File: config.mk
export PLATFORM = sky130hd
export DESIGN_NAME = csr_counters
export DESIGN_NICKNAME = d
export VERILOG_FILES = /design/src/verilog/csr_pkg.sv /design/src/verilog/csr_shift_register.sv /design/src/verilog/csr_counters.sv
export SDC_FILE = /design/constraint.sdc
export NUM_CORES = 1
export LEC_CHECK = 0
export BUFFER_PORTS_ARGS = -buffer_cell sky130_fd_sc_hd__clkbuf_2
export CAP_MARGIN = 20
export CORE_ASPECT_RATIO = 1.1
export CORE_MARGIN = 1.5
export CORE_UTILIZATION = 60
export DETAILED_ROUTE_END_ITERATION = 6
export PLACE_DENSITY = 0.87
export RECOVER_POWER = 25
export SLEW_MARGIN = 15
export SYNTH_ARGS = -nofsm -noshare
export SYNTH_HDL_FRONTEND = slang
export SYNTH_SLANG_ARGS = --single-unit
File: constraint.sdc
create_clock -name clock -period 9.58 [get_ports clock]
set_clock_uncertainty 0.2 [all_clocks]
set_input_delay 2.395 -clock clock [delete_from_list [all_inputs] [get_ports clock]]
set_output_delay 2.395 -clock clock [all_outputs]
set_load 0.005 [all_outputs]
File: src/verilog/csr_pkg.sv
// constants shared by the counter and shift register block
// assumes a 32-bit classic wishbone host addressing aligned words
package csr_pkg;

    // ------------------------------------------------------------
    // bus geometry
    // ------------------------------------------------------------
    localparam int CSR_ADR_W = 18;
    localparam int CSR_DAT_W = 32;
    localparam int CSR_SEL_W = 4;
    localparam int CSR_IDX_W = 16;
    localparam int CSR_IDX_LSB = 2;
    localparam int CSR_WORD_W = 16;

    typedef logic [CSR_IDX_W-1:0] csr_idx_t;
    typedef logic [CSR_WORD_W-1:0] csr_word_t;

    // ------------------------------------------------------------
    // counter ranges
    // ------------------------------------------------------------
    localparam int CSR_STAGE_W = 14;
    localparam int CSR_UD_W = 27;

    typedef logic [CSR_STAGE_W-1:0] csr_stage_t;
    typedef logic [CSR_UD_W-1:0] csr_ud_t;

    localparam csr_stage_t CSR_STAGE_MAX = 14'h270F;
    localparam csr_stage_t CSR_STAGE_ONE = 14'h0001;
    localparam csr_stage_t CSR_STAGE_ZERO = 14'h0000;
    localparam csr_ud_t CSR_UD_MAX = 27'h5F5E0FF;
    localparam csr_ud_t CSR_UD_ONE = 27'h0000001;
    localparam csr_ud_t CSR_UD_ZERO = 27'h0000000;

    // ------------------------------------------------------------
    // register map, word indices (byte address is index times four)
    // ------------------------------------------------------------
    localparam csr_idx_t CSR_IDX_STATUS = 16'h0000;
    localparam csr_idx_t CSR_IDX_STAGE_PRESET = 16'h0001;
    localparam csr_idx_t CSR_IDX_UD_PRESET_LO = 16'h0002;
    localparam csr_idx_t CSR_IDX_UD_PRESET_HI = 16'h0003;
    localparam csr_idx_t CSR_IDX_SHIFT_BASE = 16'h0010;
    localparam csr_idx_t CSR_VALUE_BASE = 16'h03E8;

    // status word bit positions
    localparam int CSR_ST_STAGE = 0;
    localparam int CSR_ST_UD = 1;

    // preset reset values equal each counter's maximum, so a flag comes on only at full count until programmed
    localparam csr_word_t CSR_STAGE_PRESET_RST = 16'h270F;
    localparam logic [2*CSR_WORD_W-1:0] CSR_UD_PRESET_RST = 32'h05F5E0FF;

endpackage : csr_pkg

File: src/verilog/csr_shift_register.sv
// bit shifter over a byte-aligned block of relays
// assumes shiftStep is already a one-scan edge pulse on the same clock
`timescale 1ns/100ps

module csr_shift_register #(
    parameter int WIDTH = 16,
    parameter bit ASCEND = 1'b1
) (
    // clock and reset
    input wire logic clock,
    input wire logic rst_n,
    // shift controls
    input wire logic shiftData,
    input wire logic shiftStep,
    input wire logic shiftClear,
    // block contents
    output logic [WIDTH-1:0] bits
);
    import csr_pkg::*;

    // ------------------------------------------------------------
    // shift path
    // ------------------------------------------------------------
    localparam int START = ASCEND ? 0 : WIDTH - 1;

    logic [WIDTH-1:0] shifted;
    logic [WIDTH-1:0] next_bits;

    // start bit takes the data, the rest move away from it
    assign shifted = ASCEND ? {bits[WIDTH-2:0], shiftData}
                            : {shiftData, bits[WIDTH-1:1]};
    // clear wins so a reset scan never leaves a stray bit
    assign next_bits = shiftClear ? '0 : (shiftStep ? shifted : bits);

    // block storage
    always_ff @(posedge clock) begin
        if (!rst_n) begin
            bits <= '0;
        end else begin
            bits <= next_bits;
        end
    end

    // ------------------------------------------------------------
    // checks
    // ------------------------------------------------------------
    property p_shift_move;
        @(posedge clock) disable iff (!rst_n)
        shiftStep && !shiftClear |=> bits[START] == $past(shiftData)
            && (ASCEND ? bits[WIDTH-1:1] == $past(bits[WIDTH-2:0])
                       : bits[WIDTH-2:0] == $past(bits[WIDTH-1:1]));
    endproperty
    a_shift_move: assert property (p_shift_move) else $error("shift step wrong");

    property p_shift_clear;
        @(posedge clock) disable iff (!rst_n)
        shiftClear |=> bits == '0;
    endproperty
    a_shift_clear: assert property (p_shift_clear) else $error("shift clear failed");

endmodule : csr_shift_register

File: src/verilog/csr_counters.sv
// hold counter, bidirectional counter and bit shifter, one scan per clock
// assumes ladder inputs are driven from logic on the same clock
// assumes a classic wishbone master for presets, values and status
//
// The register offsets and the Wishbone interface to the registers were decided locally.
`timescale 1ns/100ps

// Overview of operation
// - hold counter adds one on each off-to-on change of its count input.
// - hold counter keeps its value until its own reset command.
// - hold counter counts past preset, stops at 9999 and holds there.
// - hold counter flag is on while value is at or above preset.
// - each counter value sits at word counter number plus 1000.
// - hold counter reset clears value to zero and drops flag.
// - bidirectional counter counts up on up edges, down on down edges.
// - bidirectional counter is zero for as long as its reset is on.
// - bidirectional counter spans zero to 99999999, eight digits.
// - eight-digit count uses two words and two counter numbers.
// - bidirectional counter flag is on while count is at or above preset.
// - each shift clock edge moves the block and loads data at start.
// - start below end shifts upward, otherwise downward.
// - shifter reset clears every bit of the block.
module csr_counters #(
    parameter int STAGE_NUM = 7,
    parameter int UD_NUM = 2,
    parameter int SHIFT_FROM = 0,
    parameter int SHIFT_TO = 15
) (
    // clock and reset
    input wire logic clock,
    input wire logic rst_n,
    // wishbone slave
    input wire logic wb_cyc_i,
    input wire logic wb_stb_i,
    input wire logic wb_we_i,
    input wire logic [csr_pkg::CSR_ADR_W-1:0] wb_adr_i,
    input wire logic [csr_pkg::CSR_SEL_W-1:0] wb_sel_i,
    input wire logic [csr_pkg::CSR_DAT_W-1:0] wb_dat_i,
    output logic [csr_pkg::CSR_DAT_W-1:0] wb_dat_o,
    output logic wb_ack_o,
    // hold counter inputs and state
    input wire logic stageCount,
    input wire logic stageReset,
    output csr_pkg::csr_stage_t stageValue,
    output logic stageFlag,
    // bidirectional counter inputs and state
    input wire logic udUp,
    input wire logic udDown,
    input wire logic udReset,
    output csr_pkg::csr_ud_t udValue,
    output logic udFlag,
    // bit shifter inputs and state
    input wire logic shiftData,
    input wire logic shiftClock,
    input wire logic shiftReset,
    output logic [(SHIFT_FROM < SHIFT_TO ? SHIFT_TO - SHIFT_FROM
                   : SHIFT_FROM - SHIFT_TO):0] shiftBits
);
    import csr_pkg::*;

    // ------------------------------------------------------------
    // derived geometry
    // ------------------------------------------------------------
    // block size and alignment are the program's duty; not policed here
    localparam bit SHIFT_ASCEND = SHIFT_FROM < SHIFT_TO;
    localparam int SHIFT_W = SHIFT_ASCEND ? SHIFT_TO - SHIFT_FROM + 1
                                          : SHIFT_FROM - SHIFT_TO + 1;
    localparam int SHIFT_WORDS = (SHIFT_W + CSR_WORD_W - 1) / CSR_WORD_W;
    localparam int SHIFT_PAD_W = SHIFT_WORDS * CSR_WORD_W;
    localparam csr_idx_t STAGE_VAL_IDX = CSR_VALUE_BASE + csr_idx_t'(STAGE_NUM);
    localparam csr_idx_t UD_VAL_LO_IDX = CSR_VALUE_BASE + csr_idx_t'(UD_NUM);
    localparam csr_idx_t UD_VAL_HI_IDX = CSR_VALUE_BASE + csr_idx_t'(UD_NUM + 1);
    localparam csr_idx_t SHIFT_END_IDX = CSR_IDX_SHIFT_BASE + csr_idx_t'(SHIFT_WORDS);

    // ------------------------------------------------------------
    // edge detection
    // ------------------------------------------------------------
    logic stagePrev;
    logic upPrev;
    logic downPrev;
    logic shiftPrev;
    logic stageEdge;
    logic upEdge;
    logic downEdge;
    logic shiftEdge;
    logic upCount;
    logic downCount;

    // one level compare per scan gives at most one edge per input
    assign stageEdge = stageCount && !stagePrev;
    assign upEdge = udUp && !upPrev;
    assign downEdge = udDown && !downPrev;
    assign shiftEdge = shiftClock && !shiftPrev;
    // a busy opposite input blocks the count
    assign upCount = upEdge && !udDown;
    assign downCount = downEdge && !udUp;

    // previous scan levels
    always_ff @(posedge clock) begin
        if (!rst_n) begin
            stagePrev <= 1'b0;
            upPrev <= 1'b0;
            downPrev <= 1'b0;
            shiftPrev <= 1'b0;
        end else begin
            stagePrev <= stageCount;
            upPrev <= udUp;
            downPrev <= udDown;
            shiftPrev <= shiftClock;
        end
    end

    // ------------------------------------------------------------
    // hold counter
    // ------------------------------------------------------------
    csr_word_t stagePreset;
    csr_stage_t next_stageValue;
    logic next_stageFlag;

    // reset command first, else count and saturate, else hold
    always_comb begin
        next_stageValue = stageValue;
        if (stageReset) begin
            next_stageValue = CSR_STAGE_ZERO;
        end else if (stageEdge && stageValue != CSR_STAGE_MAX) begin
            next_stageValue = stageValue + CSR_STAGE_ONE;
        end
    end

    // flag follows the new value; a reset scan forces it off
    assign next_stageFlag = !stageReset
        && CSR_WORD_W'(next_stageValue) >= stagePreset;

    always_ff @(posedge clock) begin
        if (!rst_n) begin
            stageValue <= CSR_STAGE_ZERO;
            stageFlag <= 1'b0;
        end else begin
            stageValue <= next_stageValue;
            stageFlag <= next_stageFlag;
        end
    end

    // ------------------------------------------------------------
    // bidirectional counter
    // ------------------------------------------------------------
    csr_word_t udPresetLo;
    csr_word_t udPresetHi;
    csr_ud_t next_udValue;
    logic next_udFlag;

    // level reset dominates; ends of range hold instead of wrapping
    always_comb begin
        next_udValue = udValue;
        if (udReset) begin
            next_udValue = CSR_UD_ZERO;
        end else if (upCount && udValue != CSR_UD_MAX) begin
            next_udValue = udValue + CSR_UD_ONE;
        end else if (downCount && udValue != CSR_UD_ZERO) begin
            next_udValue = udValue - CSR_UD_ONE;
        end
    end

    assign next_udFlag = !udReset
        && (2 * CSR_WORD_W)'(next_udValue) >= {udPresetHi, udPresetLo};

    always_ff @(posedge clock) begin
        if (!rst_n) begin
            udValue <= CSR_UD_ZERO;
            udFlag <= 1'b0;
        end else begin
            udValue <= next_udValue;
            udFlag <= next_udFlag;
        end
    end

    // ------------------------------------------------------------
    // bit shifter
    // ------------------------------------------------------------
    csr_shift_register #(
        .WIDTH(SHIFT_W),
        .ASCEND(SHIFT_ASCEND)
    ) u_shifter (
        .clock(clock),
        .rst_n(rst_n),
        .shiftData(shiftData),
        .shiftStep(shiftEdge),
        .shiftClear(shiftReset),
        .bits(shiftBits)
    );

    // ------------------------------------------------------------
    // wishbone decode
    // ------------------------------------------------------------
    csr_idx_t idx;
    csr_idx_t shiftOff;
    csr_word_t statusWord;
    csr_word_t shiftWord;
    csr_word_t rdWord;
    logic [SHIFT_PAD_W-1:0] shiftPad;
    logic wbReq;
    logic wrTake;
    logic hitShift;

    assign wbReq = wb_cyc_i && wb_stb_i;
    // writes land on the edge where the master sees ack
    assign wrTake = wbReq && wb_we_i && wb_ack_o;
    assign idx = wb_adr_i[CSR_IDX_LSB +: CSR_IDX_W];
    assign hitShift = idx >= CSR_IDX_SHIFT_BASE && idx < SHIFT_END_IDX;
    assign shiftOff = hitShift ? idx - CSR_IDX_SHIFT_BASE : '0;
    assign shiftPad = SHIFT_PAD_W'(shiftBits);
    assign shiftWord = shiftPad[shiftOff * CSR_WORD_W +: CSR_WORD_W];
    assign statusWord = (CSR_WORD_W'(stageFlag) << CSR_ST_STAGE)
        | (CSR_WORD_W'(udFlag) << CSR_ST_UD);

    // read select; unmapped words read as zero
    assign rdWord = (idx == CSR_IDX_STATUS) ? statusWord
        : (idx == CSR_IDX_STAGE_PRESET) ? stagePreset
        : (idx == CSR_IDX_UD_PRESET_LO) ? udPresetLo
        : (idx == CSR_IDX_UD_PRESET_HI) ? udPresetHi
        : (idx == STAGE_VAL_IDX) ? CSR_WORD_W'(stageValue)
        : (idx == UD_VAL_LO_IDX) ? udValue[CSR_WORD_W-1:0]
        : (idx == UD_VAL_HI_IDX) ? CSR_WORD_W'(udValue[CSR_UD_W-1:CSR_WORD_W])
        : hitShift ? shiftWord
        : '0;

    // byte-lane merge for the 16-bit preset words
    function automatic csr_word_t mergeWord(csr_word_t old, csr_word_t dat,
                                            logic [1:0] sel);
        mergeWord = {sel[1] ? dat[15:8] : old[15:8], sel[0] ? dat[7:0] : old[7:0]};
    endfunction : mergeWord

    // ack one cycle after the request, dropped the cycle after
    always_ff @(posedge clock) begin
        if (!rst_n) begin
            wb_ack_o <= 1'b0;
            wb_dat_o <= '0;
        end else begin
            wb_ack_o <= wbReq && !wb_ack_o;
            wb_dat_o <= CSR_DAT_W'(rdWord);
        end
    end

    // preset registers
    always_ff @(posedge clock) begin
        if (!rst_n) begin
            stagePreset <= CSR_STAGE_PRESET_RST;
            udPresetLo <= CSR_UD_PRESET_RST[CSR_WORD_W-1:0];
            udPresetHi <= CSR_UD_PRESET_RST[2*CSR_WORD_W-1:CSR_WORD_W];
        end else if (wrTake) begin
            if (idx == CSR_IDX_STAGE_PRESET) begin
                stagePreset <= mergeWord(stagePreset, wb_dat_i[15:0], wb_sel_i[1:0]);
            end
            if (idx == CSR_IDX_UD_PRESET_LO) begin
                udPresetLo <= mergeWord(udPresetLo, wb_dat_i[15:0], wb_sel_i[1:0]);
            end
            if (idx == CSR_IDX_UD_PRESET_HI) begin
                udPresetHi <= mergeWord(udPresetHi, wb_dat_i[15:0], wb_sel_i[1:0]);
            end
        end
    end

    // ------------------------------------------------------------
    // checks
    // ------------------------------------------------------------
    property p_stage_count;
        @(posedge clock) disable iff (!rst_n)
        stageEdge && !stageReset && stageValue < CSR_STAGE_MAX
            |=> stageValue == $past(stageValue) + CSR_STAGE_ONE;
    endproperty
    a_stage_count: assert property (p_stage_count) else $error("hold count missed");

    property p_stage_hold;
        @(posedge clock) disable iff (!rst_n)
        !stageCount && !stageReset |=> $stable(stageValue);
    endproperty
    a_stage_hold: assert property (p_stage_hold) else $error("hold value moved");

    property p_stage_sat;
        @(posedge clock) disable iff (!rst_n)
        stageValue == CSR_STAGE_MAX && !stageReset |=> stageValue == CSR_STAGE_MAX;
    endproperty
    a_stage_sat: assert property (p_stage_sat) else $error("hold counter wrapped");

    property p_stage_flag;
        @(posedge clock) disable iff (!rst_n)
        !stageReset |=> stageFlag == (CSR_WORD_W'(stageValue) >= $past(stagePreset));
    endproperty
    a_stage_flag: assert property (p_stage_flag) else $error("hold flag wrong");

    property p_stage_reset;
        @(posedge clock) disable iff (!rst_n)
        stageReset |=> stageValue == CSR_STAGE_ZERO && !stageFlag;
    endproperty
    a_stage_reset: assert property (p_stage_reset) else $error("hold reset failed");

    property p_ud_up;
        @(posedge clock) disable iff (!rst_n)
        udUp && !upPrev && !udDown && !udReset && udValue < CSR_UD_MAX
            |=> udValue == $past(udValue) + CSR_UD_ONE;
    endproperty
    a_ud_up: assert property (p_ud_up) else $error("up count missed");

    property p_ud_reset;
        @(posedge clock) disable iff (!rst_n)
        udReset [*2] |-> udValue == CSR_UD_ZERO && !udFlag;
    endproperty
    a_ud_reset: assert property (p_ud_reset) else $error("level reset failed");

    property p_ud_range;
        @(posedge clock) disable iff (!rst_n)
        udValue <= CSR_UD_MAX;
    endproperty
    a_ud_range: assert property (p_ud_range) else $error("count out of range");

    property p_ud_floor;
        @(posedge clock) disable iff (!rst_n)
        downEdge && udValue == CSR_UD_ZERO && !udReset |=> udValue == CSR_UD_ZERO;
    endproperty
    a_ud_floor: assert property (p_ud_floor) else $error("count went below zero");

    property p_ud_flag;
        @(posedge clock) disable iff (!rst_n)
        !udReset |=> udFlag
            == ((2 * CSR_WORD_W)'(udValue) >= $past({udPresetHi, udPresetLo}));
    endproperty
    a_ud_flag: assert property (p_ud_flag) else $error("count flag wrong");

endmodule : csr_counters

==> Word-level counts from Yosys, hierarchy flattened <==
Cells that the tools add are included.
{ "totals": {"register_bits": 144, "output_inout_bits": 92, "elab_cells": 85} }
{ "op_classes": {"add_sub_neg": 4, "n_lt_le_gt_ge": 4, "eq_ne": 8, "shift": 1, "mux": 14, "bitwise_logic": 2, "reduce_logical": 34} }
{ "ops": {"columns": ["operator", "n"], "rows": [
  ["16-bit two-way mux", 9],
  ["27-bit two-way mux", 3],
  ["16-bit by 10-bit == test with 1-bit output, second input constant", 3],
  ["16-bit by 2-bit == test with 1-bit output, second input constant", 2],
  ["27-bit by 32-bit >= comparator with 1-bit output", 1],
  ["14-bit two-way mux", 2],
  ["27-bit by 1-bit adder with 27-bit output, second input constant", 1],
  ["27-bit != test, second input constant", 1],
  ["27-bit nonzero test", 1],
  ["27-bit by 1-bit subtractor with 27-bit output, second input constant", 1],
  ["16-bit by 21-bit variable part select with 16-bit output", 1],
  ["3-bit AND reduction", 6],
  ["16-bit by 1-bit == test with 1-bit output, second input constant", 1],
  ["14-bit by 16-bit >= comparator with 1-bit output", 1],
  ["16-bit by 5-bit >= comparator with 1-bit output, second input constant", 1],
  ["1-bit logical AND", 16],
  ["16-bit zero test", 1],
  ["16-bit by 5-bit less-than comparator with 1-bit output, second input constant", 1],
  ["16-bit by 5-bit subtractor with 16-bit output, second input constant", 1],
  ["14-bit by 1-bit adder with 14-bit output, second input constant", 1],
  ["14-bit != test, second input constant", 1],
  ["1-bit zero test", 9],
  ["1-bit by 2-bit bitwise OR with 2-bit output", 1],
  ["2-bit OR reduction", 1],
  ["1-bit inverter", 1]
]} }

==> Depth between registers and ports, before layout <==
{ "logic_depth": {"depth_word": 12, "mapped_depth": 16, "ltp_nobuf": 14} }

==> By module <==
Synthesis repeated with hierarchy kept, for this count alone.
{ "hier_totals": {"hier_cells": 1038, "hier_area_um2": 8145.3} }
{ "by_module_without_submodules": {"columns": ["mod", "instances", "cells_per_inst", "area_per_inst_um2", "seq_area_each_um2"], "rows": [
  ["csr_counters", 1, 985, 7551.0, 2242.2],
  ["csr_shift_register", 1, 53, 594.3, 320.3]
]} }

==> Least setup slack after synthesis <==
No wires, ideal clock.
{ "synth_timing": {"path_kind": "input-to-reg", "from": "input udUp", "to": "register udFlag", "setup_ns": 0.124, "arrival_time_ns": 4.869, "required_time_ns": 9.256, "slack_ns": 4.387, "stages": 13, "path_buffers": 1, "path_cell_list": "nor3b_1 > o21a_1 > clkbuf_1 > a22o_1 > xnor2_1 > nor2_1 > ha_1 > nand3_1 > nor2_1 > a2111oi_0 > o31a_1 > o311a_1 > o21ai_0"} }
{ "synth_between": {"elab_chain_len": 8, "word_cells_on_any_way": 11} }
{ "synth_rtl": {"columns": ["item", "line", "rtl"], "rows": [
  ["start: declaration", "csr_counters.sv:47", "input wire logic udUp,"],
  ["1-bit zero test", "csr_counters.sv:96", "assign downCount = downEdge && !udUp;"],
  ["1-bit logical AND", "csr_counters.sv:96", null],
  ["1-bit logical AND", "csr_counters.sv:159", "end else if (downCount && udValue != CSR_UD_ZERO) begin"],
  ["27-bit two-way mux", "csr_counters.sv:159", null],
  ["27-bit two-way mux (*)", "csr_counters.sv:157", "end else if (upCount && udValue != CSR_UD_MAX) begin"],
  ["27-bit two-way mux (*)", "csr_counters.sv:155", "if (udReset) begin"],
  ["named net next_udValue[7]", "csr_counters.sv:149", "csr_ud_t next_udValue;"],
  ["27-bit by 32-bit >= comparator with 1-bit output (*)", "csr_counters.sv:165", "&& (2 * CSR_WORD_W)'(next_udValue) >= {udPresetHi, udPresetLo};"],
  ["1-bit logical AND (*)", "csr_counters.sv:165", null],
  ["end signal: assignment", "csr_counters.sv:173", "udFlag <= next_udFlag;"],
  ["end: declaration", "csr_counters.sv:51", "output logic udFlag,"]
]} }
Mark *: on every way through the listed nets, which the timed path passes. The rest lies on a longest branch.
A chain may end at the register's enable or synchronous reset.

==> flow_summary.yaml <==
worst_setup_path:
  reg2reg_to: "udFlag$_SDFF_PN0_"
  timing.critical_path.to_type: "flop"
  worstReg2RegStart: "udValue[13]$_SDFF_PN0_"
  path_max_fanout: 41
  cp.required_ns: 9.75
  r2r_slack_ns: 5.31
  startpoint_type: "primary input"
  r2r_cells: 13
  crit_type: "in2reg"
  crit_arrival_ns: 6.02
synthesis:
  async_flop_share_pct: 0
  yosys-top-cells-count: "131 x nor2_1, 128 x dfxtp_1, 88 x nand2_1, 58 x a21oi_1, 47 x inv_1"
  yosysWarnings: 0
  yosys.area.top_type: "dfxtp_1"
  synth_top_family_by_area: "simple AND/OR/NAND/NOR gates"
  yosysMostFrequentCell: "nor2_1"
  synth-edff-count: 0
  yosys.area.top_type_share_pct: 34.18
  synth_cell_types: 72
  ys_top_cells_by_area: "dfxtp_1 34%, ha_1 7.3%, nor2_1 6.6%"
  synth_ff_type: "dfxtp_1"
  syn-mean-instance-area_um2: 8.121
  seq_area_frac_synth_pct: 34.18
  synth_mux_area_share_pct: 3.472
  synth_xor_area_share_pct: 4.089
  synth-compound-area-share_pct: 19.45
  netlist_area_mm2: 0.007496
  synth-seq-cells: 128
  synthAdderAreaFrac_pct: 7.344
  synthSimpleGateAreaFrac_pct: 24.54
  syn_inst: 923
layout:
  fin_nets: 1128
  area_growth_pct: 15.56
  drive_above_1_share_pct: 15.05
  diodes: 0
floorplan:
  die_w_um: 109.6
  ios: 159
  fp-row-count: 42
  core_mm2: 0.01209
  die_h_um: 120.2
  initial_core_util_pct: 62.02
  die-area_mm2: 0.01317
run:
  cap_viol_max_count: 1
clock_network:
  ctsHoldBuffers: 0
  cts.sinks: 128
  cts_root_buf: "clkbuf_16"
  clk_pin_slew_ns: 0.05
  ctsResizeCount: 0
  tritoncts: "done"
  cts_buffer_depth: 2
  insertion_delay_ns: 0.43
  cts_setup_buffers: 0
  cts_buffers: 17
  cts-htree-levels: 4
sta:
  hold_viol_final: 0
  fmax_mhz: 170.9
  slew_viol_final: 42
  tns_ns: 0
  rsz0062_at_grt: "no"
  finalCriticalPeriod_ns: 5.850
  max-slew-margin-rel_pct: -39.28
  post-route-period-util_pct: 61.06
  worstMarginPinSlew_ns: 2.089
  hold_ws_ns: 0.2450
  setup_viol: 0
route:
  first_iter_violations: 1183
  via_per_inst: 6.399
  ant_nets: 0
  drc: 0
  wl_um: 23280
  dr.pass1.iters: 6
  vias: 7576
  wl_per_cell_um: 19.66
place:
  gp_congestion: 0.9530
  dpl.hpwl_um: 16830
  io_buffers: 122
worst_hold_path:
  hp-class: "reg2reg"
  worstHoldEndpoint: "wb_ack_o$_SDFF_PN0_"
  hold_start: "wb_ack_o$_SDFF_PN0_"
  holdPathStages: 1
status:
  status: "finished with violations"
  violations: "capacitance limit, slew limit"
global_routing:
  grt_start_max_net_pins: 42
  grt.overflow.total: 0
  grt_pass1_wl_um: 36290
  grt_pass1_vias: 7048
  antenna_found_initial: 0
  grtUsageTotal_pct: 36.00
power_and_ir_drop:
  leakage_nw: 3.683
  powerDensity_mw_per_mm2: 177.5
  vdd_drop_max_uv: 124.2
[cell usage in the layout (no fill, tap or decap), drive strengths merged, types with 17 or more instances in the layout]
cell type	instances
a22oi	23
nor2	132
nor3	21
xor2	28
ha	44
a21oi	58
inv	47
and2	17
o211ai	27
dfxtp	128
nand2	88
mux2i	26
clkbuf	144
o21ai	22
[kinds of logic after synthesis]
kind of cell    Yosys count
compound gates          208
buf+inv                 115
mux                      26
simple gates            366
flops                   128
xor+xnor                 35
other cells               1
fa+ha+maj                44
[stage by stage]
step | instances | cell area, um2 | worst slack (ns) | total power (W) | util, %
finish | 1184 | 8662 | 3.730 | 0.001537 | 71.67
global route | 1184 | 8662 | 3.512 | 0.001584 | 71.67
CTS | 1183 | 8687 | 4.072 | 0.001530 | 71.87
detailed placement | 1151 | 8050 | 3.701 | 0.0008329 | 66.60
global placement | 1151 | 8050 | 3.701 | 0.0008265 | 66.60
floorplan | 938 | 7552 | 4.387 | 0.0007654 | -
[report_power, final]
group          leakage [nW]  switching [W]  internal [W]
clock network         0.311       0.000238      0.000466
logic                  2.34       0.000164      0.000101
registers              1.03      0.0000252      0.000543
[layer usage]
metal	routed length [um]	share of wire, %	up-vias	track usage, %
li1	-	-	3443	-
met1	9088	39	3514	44.50
met2	10890	47	507	58.27
met3	2137	9.2	112	8.140
met4	1161	5.0	0	18.02
met5	0	0	-	0
[registers in the layout (all words and copies together) (netlist names)]
signal / cells
downPrev: 1
stageValue: 14
wb_ack_o: 1
upPrev: 1
wb_dat_o: 16
udFlag: 1
stagePrev: 1
stagePreset: 16
u_shifter.bits: 16
udPresetHi: 16
udPresetLo: 16
shiftPrev: 1
stageFlag: 1
udValue: 27
[worst max-delay path, stage by stage]
cell and delay, ns:
clkbuf_2 0.07, clkbuf_1 1.49, clkinv_1 1.46, nor2_1 0.40
and2_1 0.17
[worst max path at each step]
stage            from                     to  slack, ns  cells after the start
6_report        rst_n  udValue[1]$_SDFF_PN0_       3.73                      5
5_1_grt         rst_n  udValue[1]$_SDFF_PN0_       3.51                      5
4_1_cts        udDown      udFlag$_SDFF_PN0_       4.07                     14
3_5_place_dp   udDown      udFlag$_SDFF_PN0_       3.70                     14
3_3_place_gp   udDown      udFlag$_SDFF_PN0_       3.70                     14
2_1_floorplan    udUp      udFlag$_SDFF_PN0_       4.39                     13
[layout make-up]
cell class / instances / area (um2)
fill: 950 / 3425
clock buffer: 21 / 450.4
timing repair buffer: 127 / 615.6
inverter: 48 / 180.2
multi-input combinational: 695 / 4474
clock inverter: 11 / 186.4
tap: 154 / 192.7
sequential: 128 / 2562
Power figures use the tool's default switching activity.
